===== config.mk =====
export PLATFORM = sky130hd
export DESIGN_NAME = rt_mode_cmd_record_writer
export DESIGN_NICKNAME = d
export VERILOG_FILES = /design/src/hw/rt_mode_rec_pkg.sv /design/src/hw/rt_mode_cmd_record_writer.sv
export SDC_FILE = /design/constraint.sdc
export NUM_CORES = 1
export LEC_CHECK = 0
export BUFFER_PORTS_ARGS = -buffer_cell sky130_fd_sc_hd__buf_2
export CORE_ASPECT_RATIO = 1.4
export CORE_MARGIN = 1.5
export CORE_UTILIZATION = 53
export CTS_CLUSTER_SIZE = 14
export DETAILED_ROUTE_END_ITERATION = 10
export PLACE_DENSITY = 0.81
export SYNTH_ARGS = -nofsm -noshare
export SYNTH_HDL_FRONTEND = slang
export SYNTH_SLANG_ARGS = --single-unit

===== constraint.sdc =====
create_clock -name aclk -period 2.21 [get_ports aclk]
set_clock_uncertainty 0.05 [all_clocks]
set_input_delay 0.1105 -clock aclk [delete_from_list [all_inputs] [get_ports aclk]]
set_output_delay 0.1105 -clock aclk [all_outputs]
set_load 0.1 [all_outputs]

===== src/hw/rt_mode_rec_pkg.sv =====
// package for the receive mode command record writer: layouts, offsets, enums
package rt_mode_rec_pkg;

    // ******************************************
    // information word bit positions
    // ******************************************
    localparam int BIT_INVALID_WORD = 14;  // invalid data word
    localparam int BIT_GAP_OR_BROADCAST_FLAG    = 13;  // gap error or broadcast
    localparam int BIT_WORD_COUNT   = 12;  // missing or extra word
    localparam int BIT_SYNC_TYPE    = 11;  // command sync on data word
    localparam int BIT_MSG_ERROR    = 10;  // any of bits 11..14
    localparam int BIT_BUSY_RESP    = 9;   // answered busy
    localparam int BIT_ILLEGAL      = 8;   // illegalization bit set
    localparam int BIT_BUS_SELECT   = 5;   // 0 bus a, 1 bus b

    // ******************************************
    // record layout, word offsets from the data pointer
    // ******************************************
    localparam logic [15:0] OFS_INFO = 16'h0000;  // information word
    localparam logic [15:0] OFS_TAG  = 16'h0001;  // time-tag word
    localparam logic [15:0] OFS_DATA = 16'h0002;  // mode data word

    // ******************************************
    // mode codes
    // ******************************************
    localparam logic [4:0] MC_FIRST_DATA = 5'h10;  // first code with data word
    localparam logic [4:0] MC_UNDEF_A    = 5'h10;  // undefined receive code
    localparam logic [4:0] MC_UNDEF_B    = 5'h12;  // undefined receive code
    localparam logic [4:0] MC_UNDEF_C    = 5'h13;  // undefined receive code

    // ******************************************
    // axi4-lite register map (byte addresses)
    // ******************************************
    localparam logic [7:0]  REG_CONFIG  = 8'h00;  // control bits
    localparam logic [7:0]  REG_STATUS  = 8'h04;  // block state, count
    localparam logic [7:0]  REG_LASTINF = 8'h08;  // last information word
    localparam int          CFG_UNDEFINED_MODE_INVALID_CTL  = 0;      // undefined mode invalid
    localparam int          CFG_BCAST   = 1;      // 1: bit 13 flags broadcast
    localparam int          CFG_BUSY    = 2;      // global busy status
    localparam logic [31:0] CFG_RESET   = 32'h0000_0000;
    localparam logic [1:0]  RESP_OKAY   = 2'h0;
    localparam logic [1:0]  RESP_SLVERR = 2'h2;

    // one completed receive mode message as seen by the protocol engine
    typedef struct packed {
        logic [4:0]  mode_code;    // from the command word
        logic [15:0] data_ptr;     // descriptor data pointer
        logic        per_cmd_busy; // descriptor control word busy bit
        logic        illegal_bit;  // illegalization table bit for command
        logic        on_bus_b;     // bus the message arrived on
        logic        broadcast;    // broadcast message
        logic        data_seen;    // a data word was received
        logic        extra_word;   // more words than expected
        logic        word_invalid; // manchester or parity error
        logic        sync_wrong;   // command/status sync on data word
        logic        gap_error;    // gap before or activity after data
        logic [15:0] data_word;    // received mode data word
        logic [15:0] time_tag;     // time tag at completion
    } msg_t;

    // one ram write
    typedef struct packed {
        logic        valid;
        logic [15:0] addr;
        logic [15:0] data;
    } ram_wr_t;

    typedef enum logic [1:0] { WR_IDLE, WR_INFO, WR_TAG, WR_DATA } wr_state_t;

endpackage : rt_mode_rec_pkg


===== src/hw/rt_mode_cmd_record_writer.sv =====
// receive mode command record writer with axi4-lite control registers
`timescale 1ns/1ps

// Summary of operation
// codes 0-15 store info and tag only
// info at pointer, tag at pointer plus one
// codes 16-31 store a received data word at pointer plus two
// data word also offered to mode action when info bit 10 is clear: no error, and not a broadcast in broadcast mode
// codes 16,18,19 answer in form unless disabled
// codes 0-15 answer in form unless disabled
// record written only after message completion
// bit 14 flags invalid data word
// bit 13 flags gap error in gap mode
// bit 13 flags broadcast in other mode
// bit 12 flags missing or extra word
// bit 11 flags wrong sync on data
// bit 10 set when bits 11-14 any
// bit 9 flags busy response
// bit 8 flags illegalization table bit
// bit 5 gives bus a or b
// bits 4-0 hold mode code
// record start from descriptor data pointer
// bits 15, 7, 6 written zero
module rt_mode_cmd_record_writer (
    input  wire logic                    aclk,
    input  wire logic                    aresetn,
    // completed message from the protocol engine
    input  wire logic                    msg_done,
    input  wire rt_mode_rec_pkg::msg_t   msg,
    output logic                         msg_ready,
    // answer decisions toward the protocol engine, for the current msg
    output logic                         respond_in_form,
    output logic                         respond_busy,
    // mode data handed to the mode action logic
    output logic                         mode_data_valid,
    output logic [4:0]                   mode_data_code,
    output logic [15:0]                  mode_data_word,
    // shared ram write port
    output rt_mode_rec_pkg::ram_wr_t     ram_wr,
    // axi4-lite slave
    input  wire logic [7:0]              s_awaddr,
    input  wire logic                    s_awvalid,
    output logic                         s_awready,
    input  wire logic [31:0]             s_wdata,
    input  wire logic [3:0]              s_wstrb,
    input  wire logic                    s_wvalid,
    output logic                         s_wready,
    output logic [1:0]                   s_bresp,
    output logic                         s_bvalid,
    input  wire logic                    s_bready,
    input  wire logic [7:0]              s_araddr,
    input  wire logic                    s_arvalid,
    output logic                         s_arready,
    output logic [31:0]                  s_rdata,
    output logic [1:0]                   s_rresp,
    output logic                         s_rvalid,
    input  wire logic                    s_rready
);

    // ******************************************
    // state
    // ******************************************
    typedef struct packed {
        rt_mode_rec_pkg::wr_state_t wr;       // record write sequencer
        rt_mode_rec_pkg::msg_t      msg;      // captured message
        logic [15:0]                info;     // built information word
        rt_mode_rec_pkg::ram_wr_t   ram;      // ram write output
        logic                       mdv;      // mode data pulse
        logic [31:0]                cfg;      // configuration register
        logic [15:0]                last_inf; // last information word
        logic [15:0]                count;    // records written
        logic                       aw_got;   // write address held
        logic                       w_got;    // write data held
        logic [7:0]                 awaddr;
        logic [31:0]                wdata;
        logic [3:0]                 wstrb;
        logic                       bvalid;
        logic [1:0]                 bresp;
        logic                       rvalid;
        logic [31:0]                rdata;
        logic [1:0]                 rresp;
    } state_t;

    state_t s_q;  // registered state
    state_t s_d;  // next state

    // ******************************************
    // helper functions
    // ******************************************
    // mode codes 16..31 carry a data word
    function automatic logic has_data(input logic [4:0] mc);
        return mc >= rt_mode_rec_pkg::MC_FIRST_DATA;
    endfunction : has_data

    // undefined receive mode codes: all without data, and 16, 18, 19
    function automatic logic is_undef(input logic [4:0] mc);
        return !has_data(mc) || mc == rt_mode_rec_pkg::MC_UNDEF_A ||
               mc == rt_mode_rec_pkg::MC_UNDEF_B || mc == rt_mode_rec_pkg::MC_UNDEF_C;
    endfunction : is_undef

    // strobe-merged register write
    function automatic logic [31:0] merge(input logic [31:0] old, input logic [31:0] nw,
                                          input logic [3:0] be);
        logic [31:0] r;
        r = old;
        for (int i = 0; i < 4; i++) begin
            if (be[i]) r[i*8 +: 8] = nw[i*8 +: 8];
        end
        return r;
    endfunction : merge

    // build the information word from a completed message
    function automatic logic [15:0] build_info(input rt_mode_rec_pkg::msg_t m,
                                               input logic [31:0] cfg);
        logic [15:0] w;
        logic        wc_err;
        w = 16'h0000;
        wc_err = (has_data(m.mode_code) != m.data_seen) || m.extra_word;
        w[rt_mode_rec_pkg::BIT_INVALID_WORD] = m.word_invalid;
        w[rt_mode_rec_pkg::BIT_GAP_OR_BROADCAST_FLAG] = cfg[rt_mode_rec_pkg::CFG_BCAST] ?
                                            m.broadcast
                                          : m.gap_error;
        w[rt_mode_rec_pkg::BIT_WORD_COUNT] = wc_err;
        w[rt_mode_rec_pkg::BIT_SYNC_TYPE] = m.sync_wrong;
        w[rt_mode_rec_pkg::BIT_MSG_ERROR] = m.word_invalid | w[13] | wc_err
                                          | m.sync_wrong;
        w[rt_mode_rec_pkg::BIT_BUSY_RESP] = cfg[rt_mode_rec_pkg::CFG_BUSY]
                                          | m.per_cmd_busy;
        w[rt_mode_rec_pkg::BIT_ILLEGAL] = m.illegal_bit;
        w[rt_mode_rec_pkg::BIT_BUS_SELECT] = m.on_bus_b;
        w[4:0] = m.mode_code;
        return w;
    endfunction : build_info

    // ******************************************
    // combinational outputs
    // ******************************************
    // one message accepted at a time; the engine holds msg_done until taken
    assign msg_ready = (s_q.wr == rt_mode_rec_pkg::WR_IDLE);
    // undefined codes answered in form only with table bit and control clear
    assign respond_in_form = !is_undef(msg.mode_code) ||
                             (!msg.illegal_bit &&
                              !s_q.cfg[rt_mode_rec_pkg::CFG_UNDEFINED_MODE_INVALID_CTL]);
    assign respond_busy    = s_q.cfg[rt_mode_rec_pkg::CFG_BUSY] | msg.per_cmd_busy;
    assign mode_data_valid = s_q.mdv;
    assign mode_data_code  = s_q.msg.mode_code;
    assign mode_data_word  = s_q.msg.data_word;
    assign ram_wr          = s_q.ram;
    assign s_awready       = !s_q.aw_got && !s_q.bvalid;
    assign s_wready        = !s_q.w_got && !s_q.bvalid;
    assign s_bvalid        = s_q.bvalid;
    assign s_bresp         = s_q.bresp;
    assign s_arready       = !s_q.rvalid;
    assign s_rvalid        = s_q.rvalid;
    assign s_rdata         = s_q.rdata;
    assign s_rresp         = s_q.rresp;

    // ******************************************
    // next-state logic
    // ******************************************
    always_comb begin
        s_d = s_q;
        s_d.ram.valid = 1'b0;
        s_d.mdv = 1'b0;
        // record write sequencer, started only once the message is done
        unique case (s_q.wr)
            rt_mode_rec_pkg::WR_IDLE: begin
                if (msg_done) begin
                    s_d.msg  = msg;
                    s_d.info = build_info(msg, s_q.cfg);
                    s_d.wr   = rt_mode_rec_pkg::WR_INFO;
                end
            end
            rt_mode_rec_pkg::WR_INFO: begin
                s_d.ram.valid = 1'b1;
                s_d.ram.addr  = s_q.msg.data_ptr + rt_mode_rec_pkg::OFS_INFO;
                s_d.ram.data  = s_q.info;
                s_d.last_inf  = s_q.info;
                s_d.wr        = rt_mode_rec_pkg::WR_TAG;
            end
            rt_mode_rec_pkg::WR_TAG: begin
                s_d.ram.valid = 1'b1;
                s_d.ram.addr  = s_q.msg.data_ptr + rt_mode_rec_pkg::OFS_TAG;
                s_d.ram.data  = s_q.msg.time_tag;
                s_d.count     = s_q.count + 16'h0001;
                // short record for codes without data
                if (has_data(s_q.msg.mode_code) && s_q.msg.data_seen) begin
                    s_d.wr = rt_mode_rec_pkg::WR_DATA;
                end else begin
                    s_d.wr = rt_mode_rec_pkg::WR_IDLE;
                end
            end
            rt_mode_rec_pkg::WR_DATA: begin
                s_d.ram.valid = 1'b1;
                s_d.ram.addr  = s_q.msg.data_ptr + rt_mode_rec_pkg::OFS_DATA;
                s_d.ram.data  = s_q.msg.data_word;
                // only a clean data word is handed to the mode action
                s_d.mdv = !s_q.info[rt_mode_rec_pkg::BIT_MSG_ERROR];
                s_d.wr  = rt_mode_rec_pkg::WR_IDLE;
            end
        endcase

        // axi write: address and data taken in either order
        if (s_awvalid && s_awready) begin
            s_d.aw_got = 1'b1;
            s_d.awaddr = s_awaddr;
        end
        if (s_wvalid && s_wready) begin
            s_d.w_got = 1'b1;
            s_d.wdata = s_wdata;
            s_d.wstrb = s_wstrb;
        end
        if (s_q.aw_got && s_q.w_got) begin
            s_d.aw_got = 1'b0;
            s_d.w_got  = 1'b0;
            s_d.bvalid = 1'b1;
            if (s_q.awaddr == rt_mode_rec_pkg::REG_CONFIG) begin
                s_d.cfg   = merge(s_q.cfg, s_q.wdata, s_q.wstrb) & 32'h0000_0007;
                s_d.bresp = rt_mode_rec_pkg::RESP_OKAY;
            end else if (s_q.awaddr == rt_mode_rec_pkg::REG_STATUS ||
                         s_q.awaddr == rt_mode_rec_pkg::REG_LASTINF) begin
                s_d.bresp = rt_mode_rec_pkg::RESP_OKAY;   // read-only, write ignored
            end else begin
                s_d.bresp = rt_mode_rec_pkg::RESP_SLVERR;
            end
        end
        if (s_q.bvalid && s_bready) begin
            s_d.bvalid = 1'b0;
        end

        // axi read
        if (s_arvalid && s_arready) begin
            s_d.rvalid = 1'b1;
            s_d.rresp  = rt_mode_rec_pkg::RESP_OKAY;
            unique case (s_araddr)
                rt_mode_rec_pkg::REG_CONFIG:  s_d.rdata = s_q.cfg;
                rt_mode_rec_pkg::REG_STATUS:  s_d.rdata = {14'h0000, s_q.wr, s_q.count};
                rt_mode_rec_pkg::REG_LASTINF: s_d.rdata = {16'h0000, s_q.last_inf};
                default: begin
                    s_d.rdata = 32'h0000_0000;
                    s_d.rresp = rt_mode_rec_pkg::RESP_SLVERR;
                end
            endcase
        end else if (s_q.rvalid && s_rready) begin
            s_d.rvalid = 1'b0;
        end
    end

    // ******************************************
    // state register, synchronous active-low reset
    // ******************************************
    always_ff @(posedge aclk) begin
        if (!aresetn) begin
            s_q     <= '0;
            s_q.wr  <= rt_mode_rec_pkg::WR_IDLE;
            s_q.cfg <= rt_mode_rec_pkg::CFG_RESET;
        end else begin
            s_q <= s_d;
        end
    end
endmodule : rt_mode_cmd_record_writer


# Word level (Yosys, flattened, before mapping)

Index checks and enable logic that the tools add are counted.

Bits in registers: 195
Input bits: 122
Output and inout port bits: 99
Word-level logic and storage cells: 101

Add/subtract/negate cells: 3
$lt $le $gt $ge: 2
Equal/unequal tests: 12
Muxes and demuxes: 11
Bitwise operators: 5
Reduce and logical (&&, ||, !) cells: 36

Operators with widths:

| operator              | count |
|---|---|
| $pmux 33 s3           | 1 |
| $mux 80               | 1 |
| $pmux 18 s3           | 1 |
| $add 16x1->16 const B | 2 |
| $add 16x2->16 const B | 1 |
| $eq 8x3->1 const B    | 2 |
| $eq 8x4->1 const B    | 2 |
| $logic_not 8->1       | 2 |
| $eq 5x5->1 const B    | 3 |
| $ge 5x5->1 const B    | 2 |
| $logic_and 1x1->1     | 10 |
| $logic_not 1->1       | 9 |
| $mux 2                | 4 |
| $pmux 2 s4            | 1 |
| $logic_or 1x1->1      | 6 |
| $eq 2x2->1 const B    | 2 |
| $or 1x1->1            | 4 |
| $reduce_and 2->1      | 2 |
| $reduce_or 2->1       | 2 |
| $mux 1                | 3 |
| $reduce_and 3->1      | 1 |
| $reduce_bool 3->1     | 1 |
| $reduce_or 3->1       | 1 |
| $eq 2x1->1 const B    | 1 |
| 5 further kinds       | 5 |

# Depth between registers and ports, before layout

Depth in word-level cells: 7
Mapped depth: 7
Gate-level depth less buffers: 5

# Least setup slack after synthesis

No wires, ideal clock.

Path kind: reg-to-reg
Start point: register s_q (netlist bit s_bvalid)
End point: register s_q[38] in the netlist's numbering
Arrival time: 2845 ps
Required time: 2032 ps
Path slack: -813 ps
Stages on the path, launching flop included: 6
Buffers on the path: 1
Path through: dfxtp_1 > nor2_1 > and2_1 > clkbuf_1 > mux2i_1 > nor2_1

Cells in the longest elaborated chain, start to end: 3

Ends and longest elaborated chain:

| item               | line                             | RTL |
|---|---|---|
| start: declaration | rt_mode_cmd_record_writer.sv:84  | `state_t s_q;` |
| $logic_not 1->1    | rt_mode_cmd_record_writer.sv:150 | `assign s_wready = !s_q.w_got && !s_q.bvalid;` |
| $logic_and 1x1->1  | rt_mode_cmd_record_writer.sv:150 |  |
| named net s_wready | rt_mode_cmd_record_writer.sv:47  | `output logic s_wready,` |
| $logic_and 1x1->1  | rt_mode_cmd_record_writer.sv:208 | `if (s_wvalid && s_wready) begin` |

The timed path passes the listed nets, and every way through them passes these cells.
A chain may end at the register's enable or synchronous reset.

# Worst setup path in the final report

Start point: register s_q[260] in the netlist's numbering
End point: register s_q (netlist bit mode_data_word[4])

Cells in the longest elaborated chain, start to end: 2

Ends and longest elaborated chain:

| item                              | line                             | RTL |
|---|---|---|
| $logic_not 2->1                   | rt_mode_cmd_record_writer.sv:166 | `unique case (s_q.wr)` |
| $reduce_and 2->1 (no source line) | --                               |  |

No other way between the ends.

==> impl_metrics.yaml <==
yosys:
  synth_seq_area_share: 0.420
  postSynthAreaPerCell_sq_um: 8.45
  synth_top_family_by_area: "simple AND/OR/NAND/NOR gates"
  synth-compound-area-share: 0.138
  synth.ff_latch_count: 166
  synth_warnings: 0
  ys_async_sr_fraction: 0
  yosys.area_share.simple: 0.209
  yosysTopAreaCell: "dfxtp_1"
  synth-edff-count: 0
  synth_commonest_cells: "196 x nand2_1, 166 x dfxtp_1, 113 x a21oi_1"
  synth_adder_area_share: 0.00475
  synthMuxAreaShare: 0.0747
  syn_area_sq_um: 7910
  netlist_top_cells_area: "dfxtp_1 42%, buf_4 9.4%, nand2_1 9.3%"
  synthCells: 936
  synth_top_area_share: 0.420
  netlist-cell-type-count: 58
  yosysMostFrequentCell: "nand2_1"
  ys.flop_type: "dfxtp_1"
  synthXorXnorAreaFrac: 0.0199
routing:
  wl_per_cell_microns: 16.7
  drtIter0Drc: 519
  drt_pre_antenna_iters: 8
  drc_errors: 0
  via_per_inst: 5.55
  dr_total_vias: 7139
  antenna_left: 0
  finalWirelength_microns: 21400
layout:
  regArea_sq_um: 3330
  syn_to_final_growth_pct: 22.2
  fill_cells: 1134
  stdcell_count: 1286
  drive_above_1_share: 0.244
  multi_input_area_sq_um: 3600
  fin_nets: 1209
  design_area_sq_um: 9660
  num_antenna_cells: 0
sta:
  min_period_over_period: 0.846
  min_period_ns: 1.87
  setup_ws_ns: 0.341
  max_freq_ghz: 0.535
  worstMarginPinSlew_ns: 0.798
  maxSlewViolCount: 0
  setup-violations-final: 0
  hold_viol_final: 0
  slew_headroom: 0.467
  rsz0062_at_grt: "no"
pwr:
  p_switching_uw: 2450
  swShare: 0.319
  pwr-share-comb: 0.185
  power.internal_uw: 5250
  p_leak_uw: 0.00402
  power_frac_clock: 0.393
  ir_worst_vdd_mv: 0.537
  seq_power_share: 0.422
  powerDensity_nw_per_um2: 797
run_status:
  status: "finished clean"
global_route:
  gr-total-overflow: 0
  grt_max_degree: 81
  grt_pass1_vias: 6957
  antenna_found_initial: 0
  grt_pass1_wl_microns: 34300
  grtUsageTotal: 0.276
setup_path:
  reg2reg_from: "s_q[260]"
  r2r_slack_ns: 0.34
  crit_path_end_kind: "flop"
  criticalPathCategory: "reg -> reg"
  reg2regPathDepth: 5
  worstSetupStartpoint: "s_q[260]"
  cp-endpoint: "mode_data_word[4]"
  path_max_fanout: 30
  worstSetupStartpointType: "flop"
  r2r_end: "mode_data_word[4]"
  cp.required_ns: 2.49
  cp_data_arrival_time_ns: 2.15
placed_design:
  io_buffers: 172
  placed_cells: 1180
  dpl_cell_area_sq_um: 8320
  post-place-ws_ns: 0.424
  dpl.hpwl_microns: 13400
  place.gp.congestion: 0.892
floorplan:
  start_util: 0.545
  dieHeight_microns: 148
  die_w_microns: 106
  coreArea_sq_um: 14500
  rows: 52
  io_pins: 221
  die_area_sq_um: 15700
cts:
  cts_tree: "done"
  clkTransAtPathRegs_ns: 0.07
  h-tree-depth: 4
  clk_latency_ns: 0.43
  cts_sinks: 166
  cts-root-buf: "clkbuf_16"
  cts_made_buffers: 17
  cts_buffer_depth: 2
run:
  maxCapViolations: 0
worst_hold_path:
  min_path_type: "in -> reg"
-- critical path, cell delays in order, from the launching register on --
cell and delay [ns]:
dfxtp_2 0.39, nor2_2 0.30, and2_2 0.47, buf_12 0.24, nand2_1 0.09, a21oi_1 0.22
-- power groups by stage --
stage / logic (uW) / clock network [uW] / registers (uW)
CTS: 1400 / 3060 / 3240
global placement: 1270 / 0 / 3310
floorplan: 1130 / 0 / 3270
finish: 1420 / 3030 / 3250
detailed placement: 1290 / 0 / 3310
global route: 1500 / 3200 / 3260
-- per-stage QoR --
stage | util | hold slack (ns) | setup TNS (ns) | total power (uW)
2_1_floorplan | - | 0.196 | -0.0850 | 4400
3_3_place_gp | 0.573 | 0.301 | 0 | 4580
3_5_place_dp | 0.573 | 0.306 | 0 | 4600
4_1_cts | 0.666 | 0.0147 | 0 | 7700
5_1_grt | 0.666 | 0.0611 | 0 | 7960
6_report | 0.666 | 0.0282 | 0 | 7700
-- cell type report --
| type | count | area share |
|---|---|---|
| Tap cell | 189 | 0.0245 |
| Inverter | 11 | 0.00492 |
| Timing Repair Buffer | 272 | 0.191 |
| Multi-Input combinational cell | 616 | 0.373 |
| Sequential cell | 166 | 0.344 |
| Clock buffer | 18 | 0.0455 |
| Clock inverter | 14 | 0.0167 |
-- per-layer routing --
metal | vias up | share of wire | GRT usage
li1 | 3387 | - | -
met3 | 69 | 0.053 | 0.0635
met2 | 264 | 0.52 | 0.485
met5 | - | 0 | 0
met4 | 0 | 0.034 | 0.124
met1 | 3419 | 0.39 | 0.315
-- layout by cell type (no fill, tap or decap), types with 3 or more instances in the layout --
cell type / n
inv_6: 4
clkbuf_16: 17
inv_1: 8
o31ai_1: 5
a22o_1: 10
dlygate4sd3_1: 74
nor2_1: 46
a221oi_1: 3
nor4_1: 7
mux2_2: 4
and4_1: 5
buf_4: 22
xor2_1: 7
nand2_1: 195
dfxtp_2: 3
a211oi_1: 13
and2_1: 19
o2bb2ai_1: 3
buf_2: 172
clkinv_4: 3
buf_12: 4
a21oi_1: 113
o211ai_1: 3
nor2b_1: 7
nand4_1: 19
o21ai_0: 12
mux2i_1: 23
ha_1: 3
xnor2_1: 11
conb_1: 16
nand3_1: 24
dfxtp_1: 163
nand2b_1: 5
mux4_2: 14
nor3_1: 8
-- logic make-up after synthesis --
kind of cell / count (synthesis)
muxes: 41
AOI/OAI and AO/OA: 181
and+or+nand+nor: 357
buffers and inverters: 169
xor gates and xnor gates: 18
DFF: 166
other: 1
adders and majority gates: 3
-- how the worst min path moves through the flow --
stage	from	depth (start not counted)	slack (ns)	to
global route	msg[40]	4	0.06	s_q[191]
floorplan	msg[0]	2	0.20	s_q[198]
CTS	msg[40]	4	0.01	s_q[191]
detailed placement	msg[4]	3	0.31	s_q[202]
global placement	s_wdata[2]	3	0.30	s_q[44]
finish	msg[40]	4	0.03	s_q[191]
-- registers in the layout, summed over array words and instances, names as in the netlist --
signal           cells
s_q                 90
ram_wr              33
s_rdata             18
mode_data_word      16
mode_data_code       4
mode_data_valid      1
s_bresp              1
s_bvalid             1
s_rresp              1
s_rvalid             1
-- repair_timing --
item,4_1_cts,5_1_grt
endpoints found under the hold margin,75,0
resized for setup,0,0
hold buffers,74,0
setup buffers,0,0
Note: power is estimated with default switching activity, not from simulation.
